[src/hdl/maf_defs.svh]
// Purpose: Constants for the multidrop serial address filter
// Assumes: Commands arrive already decoded, one strobe per command
// Notes on behaviour
// - First active interface after power wins.
// - Own address makes device addressed, accepts all.
// - Other address while addressed drops addressing.
// - Addresses span 0 through 30.
// - Address 31 is general unlist, not assignable.
// - Universal commands accepted while unaddressed.
// - Serial and parallel links share one address.
// - Collision may abort transfer, flush output buffer.
`ifndef MAF_DEFS_SVH
`define MAF_DEFS_SVH
`define MAF_ADDR_W 5
`define MAF_ADDR_UNL 5'h1f
`define MAF_ADDR_RST 5'h00
`endif

[src/hdl/maf_pkg.sv]
// Purpose: Types for the address filter
// Assumes: Included defs give widths
// Notes: One-hot codes written out
`include "maf_defs.svh"
package maf_pkg;
  typedef logic [`MAF_ADDR_W-1:0] maf_addr_t;
  typedef enum logic [2:0] {
    MAF_IF_NONE = 3'b001,
    MAF_IF_SER = 3'b010,
    MAF_IF_PAR = 3'b100
  } maf_owner_t;
  typedef enum logic [1:0] {
    MAF_IDLE = 2'b01,
    MAF_LISTEN = 2'b10
  } maf_listen_t;
endpackage

[src/hdl/maf_arb_if.sv]
// Purpose: Carries interface ownership between filter modules
// Assumes: One clock domain
// Notes: Arbiter drives, filter reads
`timescale 1ns/1ps
interface maf_arb_if;
  import maf_pkg::*;
  logic ser_grant;
  logic par_grant;
  modport arb (output ser_grant, output par_grant);
  modport use_side (input ser_grant, input par_grant);
endinterface

[src/hdl/maf_if_arbiter.sv]
// Purpose: Grants remote control to the first active interface
// Assumes: Activity inputs are synchronous pulses
// Notes: Grant held until reset (power cycle)
`timescale 1ns/1ps
module maf_if_arbiter
  import maf_pkg::*;
(
  input wire logic core_clk,
  input wire logic sys_rst,
  input wire logic ser_act,
  input wire logic par_act,
  maf_arb_if.arb arb
);
  import maf_pkg::*;
  maf_owner_t owner;
  maf_owner_t next_owner;

  always_comb
  begin
    next_owner = owner;
    unique case (owner)
      MAF_IF_NONE:
      begin
        // Serial wins a same-cycle tie
        if (ser_act)
          next_owner = MAF_IF_SER;
        else if (par_act)
          next_owner = MAF_IF_PAR;
      end
      MAF_IF_SER: next_owner = MAF_IF_SER;
      MAF_IF_PAR: next_owner = MAF_IF_PAR;
      default: next_owner = MAF_IF_NONE;
    endcase
  end

  always_ff @(posedge core_clk)
  begin
    if (sys_rst)
      owner <= MAF_IF_NONE;
    else
      owner <= next_owner;
  end

  assign arb.ser_grant = (owner == MAF_IF_SER) || ((owner == MAF_IF_NONE) && ser_act);
  assign arb.par_grant = (owner == MAF_IF_PAR) ||
    ((owner == MAF_IF_NONE) && par_act && !ser_act);
endmodule

[src/hdl/maf_filter.sv]
// Purpose: Address selection and command gating for the serial link
// Assumes: Byte framing and command parsing done upstream
// Notes: dev_addr shared with the parallel interface
`timescale 1ns/1ps
`include "maf_defs.svh"
module maf_filter
  import maf_pkg::*;
(
  input wire logic core_clk,
  input wire logic sys_rst,
  input wire maf_pkg::maf_addr_t dev_addr,
  input wire logic ser_act,
  input wire logic par_act,
  input wire logic cmd_addr,
  input wire maf_pkg::maf_addr_t cmd_addr_val,
  input wire logic cmd_univ,
  input wire logic cmd_other,
  input wire logic collision,
  output logic ser_en,
  output logic par_en,
  output logic addressed,
  output logic univ_exec,
  output logic other_exec,
  output logic flush_out
);
  import maf_pkg::*;
  maf_listen_t state;
  maf_listen_t next_state;
  logic next_univ;
  logic next_other;
  logic next_flush;
  logic own_hit;
  maf_arb_if arb_bus();

  maf_if_arbiter u_arb (
    .core_clk(core_clk),
    .sys_rst(sys_rst),
    .ser_act(ser_act),
    .par_act(par_act),
    .arb(arb_bus.arb)
  );

  // Unlist code never matches an own address
  function automatic logic addr_match(input maf_addr_t a, input maf_addr_t own);
    addr_match = (a == own) && (own != `MAF_ADDR_UNL);
  endfunction

  always_comb
  begin
    own_hit = addr_match(cmd_addr_val, dev_addr);
    next_state = state;
    next_univ = 1'b0;
    next_other = 1'b0;
    next_flush = 1'b0;
    if (arb_bus.ser_grant)
    begin
      if (cmd_addr)
      begin
        next_univ = 1'b1;
        if (own_hit)
          next_state = MAF_LISTEN;
        else
          next_state = MAF_IDLE;
      end
      else if (cmd_univ)
        next_univ = 1'b1;
      else if (cmd_other && state == MAF_LISTEN)
        next_other = 1'b1;
      if (collision && state == MAF_LISTEN)
        next_flush = 1'b1;
    end
  end

  always_ff @(posedge core_clk)
  begin
    if (sys_rst)
    begin
      state <= MAF_IDLE;
      univ_exec <= 1'b0;
      other_exec <= 1'b0;
      flush_out <= 1'b0;
    end
    else
    begin
      state <= next_state;
      univ_exec <= next_univ;
      other_exec <= next_other;
      flush_out <= next_flush;
    end
  end

  assign addressed = (state == MAF_LISTEN);
  assign ser_en = arb_bus.ser_grant;
  assign par_en = arb_bus.par_grant;
endmodule

[config.mk]
export PLATFORM = sky130hd
export DESIGN_NAME = maf_filter
export DESIGN_NICKNAME = d
export VERILOG_FILES = /design/src/hdl/maf_pkg.sv /design/src/hdl/maf_arb_if.sv /design/src/hdl/maf_if_arbiter.sv /design/src/hdl/maf_filter.sv
export VERILOG_INCLUDE_DIRS = /design/src /design/src/hdl
export SDC_FILE = /design/constraint.sdc
export NUM_CORES = 1
export LEC_CHECK = 0
export BUFFER_PORTS_ARGS = -buffer_cell sky130_fd_sc_hd__buf_2
export CORE_AREA = 2 2 39 41
export CTS_BUF_LIST = sky130_fd_sc_hd__clkbuf_4 sky130_fd_sc_hd__clkbuf_8 sky130_fd_sc_hd__clkbuf_16
export DETAILED_ROUTE_END_ITERATION = 16
export DIE_AREA = 0 0 41 43
export HOLD_SLACK_MARGIN = 0.12
export PLACE_DENSITY = 0.65
export SYNTH_ARGS = -nofsm -noshare
export SYNTH_HDL_FRONTEND = slang
export SYNTH_SLANG_ARGS = --single-unit
[constraint.sdc]
create_clock -name core_clk -period 3.5 [get_ports core_clk]
set_clock_uncertainty 0.1 [all_clocks]
set_input_delay 0.7 -clock core_clk [delete_from_list [all_inputs] [get_ports core_clk]]
set_output_delay 0.7 -clock core_clk [all_outputs]
set_load 0.02 [all_outputs]
---- Word-level counts from Yosys, hierarchy flattened ----
Cells that the tools add are included.
Widths: inputs -> output; s select.
storage, ports and cells
  register bits after elaboration ......... 8
  bits in latches ......................... 0
  RAM bits ................................ 0
  ROM bits ................................ 0
  logic and storage cells ................. 33
  memories kept ........................... 0
cells by class
  add/sub/neg operators ................... 0
  multipliers ............................. 0
  div/mod/pow operators ................... 0
  order comparisons ....................... 0
  equality and inequality tests ........... 7
  shift operators ......................... 0
  muxes and demuxes ....................... 8
  bitwise operators ....................... 1
  reduce and logical (&&, ||, !) cells .... 12
operators by type and width
  operator            number
  $pmux 3 s3          1
  $logic_and 1x1->1   6
  $mux 3              2
  $eq 5x5->1          1
  $ne 5x5->1 const B  1
  $mux 1              4
  $reduce_or 4->1     1
  $eq 3x1->1 const B  1
  $eq 3x2->1 const B  1
  $eq 3x3->1 const B  1
  $ne 3x3->1 const B  1
  $eq 2x2->1 const B  1
  $logic_or 1x1->1    2
  $mux 2              1
  $reduce_and 2->1    1
  $reduce_or 2->1     1
  $logic_not 1->1     1
  $not 1->1           1

---- Longest topological paths before layout ----
Gate-level depths: netlist (run 1).
  depth after elaboration ................. 5
  depth in mapped cells ................... 4
  gate-level depth less buffers ........... 4

---- By module ----
Synthesis (run 1) repeated with hierarchy kept, for this count alone.
unflattened totals
  cell total of the unflattened synthesis .. 41
  area total of the unflattened synthesis .. 417.9 um^2
by module, submodules not included
  module          times used  cells each  area each (um^2)  seq. area each (um^2)
  maf_filter      1           26          255.2             100.1
  maf_if_arbiter  1           15          162.7             60.1

---- Least setup slack after synthesis (run 1) ----
Ideal clock, no wire load.
  path kind ............................... input-to-output
  from .................................... input port ser_act
  to ...................................... output port par_en
  arrival time ............................ 1,294 ps
  setup slack ............................. 1,406 ps
  stages .................................. 3
  path buffers ............................ 0
  path through ............................ nor4b_1 a21oi_1 nor2_1
between the ends
  word-level cells in the longest chain between the ends .. 3
RTL lines
  element            RTL line              RTL
  start, declared    maf_filter.sv:12      input wire logic ser_act,
  $logic_not 1->1    maf_if_arbiter.sv:46  ((owner == MAF_IF_NONE) && par_act && !ser_act);
  $logic_and 1x1->1  maf_if_arbiter.sv:46
  $logic_or 1x1->1   maf_if_arbiter.sv:45  assign arb.par_grant = (owner == MAF_IF_PAR) ||
  end, declared      maf_filter.sv:20      output logic par_en,
Every way passes these cells.

---- Final worst setup path (run 1) ----
Same ends and word-level chain as after synthesis.

==> flow_summary.json, run 1 <==
{
  "cts_tree": "yes",
  "die_area_sq_um": 1763,
  "setup_violations": 0,
  "final_area_sq_um": 560.5,
  "synth-edff-count": 0,
  "grt_pass1_vias": 384,
  "whs_ns": 0.3674,
  "path_buf_inv": 2,
  "antenna_found_initial": 0,
  "wl_per_cell_um": 9.988,
  "yosysTopAreaCell": "dfxtp_1",
  "ir_drop_uv": 133.9,
  "chipHeight_um": 43,
  "ios": 24,
  "switching_share_pct": 27.40,
  "tightest_slew_ns": 0.2642,
  "critPathKind": "in2out",
  "cp.arrival_ns": 1.41,
  "pwr-share-clk_pct": 32.1,
  "num-nets-final": 88,
  "cts_buffer_depth": 2,
  "dpl_cell_area_sq_um": 538.0,
  "grt_max_degree": 7,
  "grt_overflow": 0,
  "synth_nets": 60,
  "portBuffers": 23,
  "status": "completed",
  "htree_levels": 1,
  "synthToLayoutAreaGrowth_pct": 39.13,
  "p_int_w": 0.0001577,
  "route.detailed.drc": 0,
  "crit_path_end_kind": "output pin",
  "finalCritPeriodShare_pct": 63.11,
  "core_sq_um": 1384,
  "synth_top_area_share_pct": 39.75,
  "leakage_nw": 0.2675,
  "cts_buffers": 3,
  "maxSlewHeadroom_pct": 82.38,
  "n_antenna_cell": 0,
  "initial_core_util_pct": 29.11,
  "tns_ns": 0,
  "routed_via_density": 4.631,
  "rows": 14,
  "final_util_pct": 40.51,
  "seqPwrFrac_pct": 46.4,
  "ys_types": 21,
  "drt-total-wl_um": 839,
  "first_iter_violations": 4,
  "critPathTopFamily": "simple AND/OR/NAND/NOR gates",
  "synthCells": 42,
  "ys_seq_area_share_pct": 39.75,
  "maxSlewViolCount": 0,
  "cts.clk_slew.worst_paths_ns": 0.05,
  "grt_pass1_wl_um": 1407,
  "yosysWarnings": 0,
  "num_vias": 389,
  "cts.sinks": 8,
  "crit_slowest_cell": "nor4b_1",
  "fmax_mhz": 452.7,
  "seq_area_sq_um": 160.2,
  "synth_top_flop_cell": "dfxtp_1",
  "gp_congestion": 0.7115,
  "ys_seq_elements": 8,
  "grtUsageTotal_pct": 11.97,
  "power_switching_w": 0.00005951,
  "combPwrFrac_pct": 21.5,
  "syn_avg_cell_area_sq_um": 9.593,
  "place_inst": 81,
  "critPathRequiredTime_ns": 2.70,
  "post-cts-setup-buffer-count": 0,
  "cts-resized-gates": 0,
  "multiInputGateArea_sq_um": 231.5,
  "maxCapViolCount": 0,
  "n_fill_cell": 142,
  "synth_top_cells_by_area": "dfxtp_1, xnor2_1, a2111oi_4",
  "slowest_delay_ns": 0.24,
  "synth_common_cells": "dfxtp_1, nor2_1, xnor2_1",
  "fin_cells": 84,
  "min_period_ns": 2.209,
  "synth_most_common_cell": "dfxtp_1",
  "p_per_area_nw_per_um2": 387.5,
  "startpoint_type": "primary input",
  "drive_gt1_share_pct": 42.65,
  "cts_hold_buf": 0,
  "cts-root-buf": "clkbuf_4",
  "crit_fanout": 3,
  "syn-cell-area_sq_um": 402.9,
  "antenna_left": 0,
  "synthArstFlopShare_pct": 0,
  "clk_latency_ns": 0.25,
  "finalHoldViolations": 0,
  "cp_cell_sequence": "buf_2, nor4b_1, a21oi_1, nor2_1, buf_2",
  "crit_top_cell": "buf_2",
  "dieWidth_um": 41,
  "rsz0062_at_grt": "no",
  "dr.pass1.iters": 2,
  "hold_class": "reg2reg"
}
-- worst register-to-register path: stages (launching register included) --
cell,delay [ns]
dfxtp_1,0.36
nand3b_4,0.18
a211o_1,0.35
a2111oi_4,0.30
a31o_1,0.13
-- registers in the layout (all words and copies together) (netlist names) --
| name | cells |
|---|---|
| univ_exec | 1 |
| state | 2 |
| flush_out | 1 |
| other_exec | 1 |
| u_arb.owner | 3 |
-- per-stage QoR --
step                worst slack [ns]  power [W]
floorplan                      1.406  0.0001297
global placement               1.277  0.0001487
detailed placement             1.265  0.0001493
CTS                            1.261  0.0002215
global route                   1.195  0.0002306
finish                         1.291  0.0002172
-- cells by family after synthesis --
logic type                after synthesis  synth area share [%]
buffers and inverters                   3                 2.795
AOI/OAI and AO/OA                       8                 18.01
xor gates and xnor gates                4                 8.695
DFF                                     8                 39.75
and+or+nand+nor                        19                 30.75
-- power groups by stage --
stage / Combinational, W / Clock (W) / Sequential [W]
after global routing: 0.0000517 / 0.0000770 / 0.000102
after CTS: 0.0000473 / 0.0000735 / 0.000101
after detailed placement: 0.0000468 / 0 / 0.000102
final: 0.0000467 / 0.0000697 / 0.000101
after floorplan: 0.0000268 / 0 / 0.000103
after global placement: 0.0000461 / 0 / 0.000103
-- worst paths after layout --
path / to / startpoint / slack (ns) / depth (start not counted)
worst max-delay path: par_en / ser_act / 1.29 / 5
worst min-delay path: state[1]$_SDFFE_PP0P_ / state[1]$_SDFFE_PP0P_ / 0.37 / 1
worst max register to register: state[1]$_SDFFE_PP0P_ / u_arb.owner[1]$_SDFFE_PP0P_ / 2.03 / 4
worst min register to register: state[1]$_SDFFE_PP0P_ / state[1]$_SDFFE_PP0P_ / 0.37 / 1
-- final cells by class --
class                           count  share of cell area [%]
Inverter                            3                   2.009
Clock buffer                        3                   4.018
Multi-Input combinational cell     31                   41.29
Timing Repair Buffer               23                   20.54
Sequential cell                     8                   28.57
Tap cell                           16                   3.571
-- layout by cell type, fill, tap and decap left out, drive strengths merged, types with 2 or more instances in the layout --
master / count
inv: 3
buf: 23
dfxtp: 8
xnor2: 4
clkbuf: 3
nor2: 4
nand4: 2
nor2b: 2
nor3: 2
nand2b: 2
a21oi: 3
-- routing by layer --
layer / global-route usage [%] / vias to the layer above / share of wire, %
met5: 0 / - / 0
met4: 8.000 / 0 / 0.24
met3: 3.141 / 2 / 8.8
met2: 18.75 / 11 / 50
met1: 13.27 / 173 / 41
li1: - / 203 / -
Power figures use the tool's default switching activity.
==> inputs of run 2 (changes only) <==
clock period = 2.3 ns   (was 3.5 ns; I/O delays follow)
==> flow_summary.json, run 2 (synthesized netlist as in run 1, its figures left out) <==
{
  "synthToLayoutAreaGrowth_pct": 39.13,
  "drt-total-wl_um": 908,
  "antenna_left": 0,
  "clk_latency_ns": 0.26,
  "finalHoldViolations": 0,
  "portBuffers": 23,
  "rows": 14,
  "num_vias": 387,
  "maxSlewViolCount": 0,
  "first_iter_violations": 7,
  "hold_end": "flush_out$_SDFF_PP0_",
  "grt_max_degree": 7,
  "route.detailed.drc": 0,
  "crit_path_end_kind": "output pin",
  "power_w": 0.0003348,
  "setup_violations": 0,
  "startpoint_type": "register",
  "min_period_ns": 1.945,
  "die_area_sq_um": 1763,
  "cts.sinks": 8,
  "cts_buffer_depth": 2,
  "combPwrFrac_pct": 21.2,
  "status": "completed",
  "cts_buffers": 3,
  "ios": 24,
  "cts_tree": "yes",
  "tns_ns": 0,
  "seqPwrFrac_pct": 45.9,
  "r2r_setup_slack_ns": 0.82,
  "gp_congestion": 0.7011,
  "leakage_nw": 0.2675,
  "reg_top3": "u_arb.owner (3), state (2)",
  "cts-resized-gates": 0,
  "layout_common_cells": "buf_2, dfxtp_1, nor2_1, xnor2_1",
  "grt_pass1_wl_um": 1449,
  "cts_hold_buf": 0,
  "antenna_found_initial": 0,
  "n_antenna_cell": 0,
  "maxCapViolCount": 0,
  "fmax_mhz": 514.1,
  "place_hpwl_um": 699.7,
  "cp.arrival_ns": 1.39,
  "power_switching_w": 0.00009458,
  "crit_fanout": 4,
  "chipHeight_um": 43,
  "reg2reg_depth": 4,
  "rsz0062_at_grt": "no",
  "final_common_cell": "buf_2",
  "wl_per_cell_um": 10.81,
  "p_int_w": 0.0002402,
  "cts.clk_slew.worst_paths_ns": 0.06,
  "finalCritPeriodShare_pct": 84.57,
  "p_per_area_nw_per_um2": 597.2,
  "grt_pass1_vias": 403,
  "grtUsageTotal_pct": 12.27,
  "critPathKind": "reg2out",
  "switching_share_pct": 28.25,
  "post-cts-setup-buffer-count": 0,
  "critPathRequiredTime_ns": 1.74,
  "whs_path_depth": 2,
  "timing.rr.start": "u_arb.owner[1]$_SDFFE_PP0P_",
  "cts-root-buf": "clkbuf_4",
  "maxSlewHeadroom_pct": 81.94,
  "dr.pass1.iters": 4,
  "largest_reg_flops": 3,
  "drive_gt1_share_pct": 42.65,
  "num-nets-final": 88,
  "startpoint": "u_arb.owner[0]$_SDFFE_PP1P_",
  "dieWidth_um": 41,
  "routed_via_density": 4.607,
  "core_sq_um": 1384,
  "htree_levels": 1,
  "largest-register": "u_arb.owner",
  "worstReg2RegEnd": "state[1]$_SDFFE_PP0P_",
  "grt_overflow": 0,
  "tightest_slew_ns": 0.2709,
  "hold_class": "in2reg",
  "initial_core_util_pct": 29.11,
  "hold_start": "collision",
  "ir_drop_uv": 164.1,
  "pwr-share-clk_pct": 32.9
}
-- run 2: area by class of cell --
cell class                 instances  area, sq um
multi-input combinational         31        231.5
clock buffer                       3        22.52
fill                             149        823.3
inverter                           3        11.26
sequential                         8        160.2
timing repair buffer              23        115.1
tap                               16        20.02
-- run 2: through the flow --
stage               util [%]  setup slack [ns]  area (sq um)  hold WS [ns]  instances
floorplan                  -            0.6544         402.9        0.3417         42
global placement       38.88            0.5584         538.0        0.3562         81
detailed placement     38.88            0.5487         538.0        0.3609         81
CTS                    40.51            0.3170         560.5        0.3266         84
global route           40.51            0.2229         560.5        0.3456         84
finish                 40.51            0.3549         560.5        0.3374         84
-- run 2: worst max-delay path by stage --
stage               endpoint  slack (ns)
floorplan             par_en        0.65
global placement      par_en        0.56
finish                par_en        0.35
global route          par_en        0.22
detailed placement    par_en        0.55
CTS                   par_en        0.32
-- run 2: power by group through the flow --
| stage | registers, W | clock network (W) | logic, W |
|---|---|---|---|
| after floorplan | 0.000157 | 0 | 0.0000408 |
| after global placement | 0.000156 | 0 | 0.0000701 |
| after detailed placement | 0.000156 | 0 | 0.0000711 |
| after CTS | 0.000154 | 0.000117 | 0.0000719 |
| after global routing | 0.000155 | 0.000122 | 0.0000788 |
| final | 0.000154 | 0.000110 | 0.0000709 |
-- run 2: layer usage --
layer | up-vias | routed length, um | GRT usage [%]
met3 | 2 | 82 | 4.712
met5 | - | 0 | 0
met1 | 169 | 362 | 12.94
li1 | 202 | - | -
met2 | 14 | 450 | 20.00
met4 | 0 | 13 | 6.000
-- run 2: worst max-delay path, cell delays in order (launching register included) --
cell and delay, ns:
dfxtp_1 0.41, inv_1 0.10, nor4b_1 0.28, a21oi_1 0.09
nor2_1 0.09, buf_2 0.16
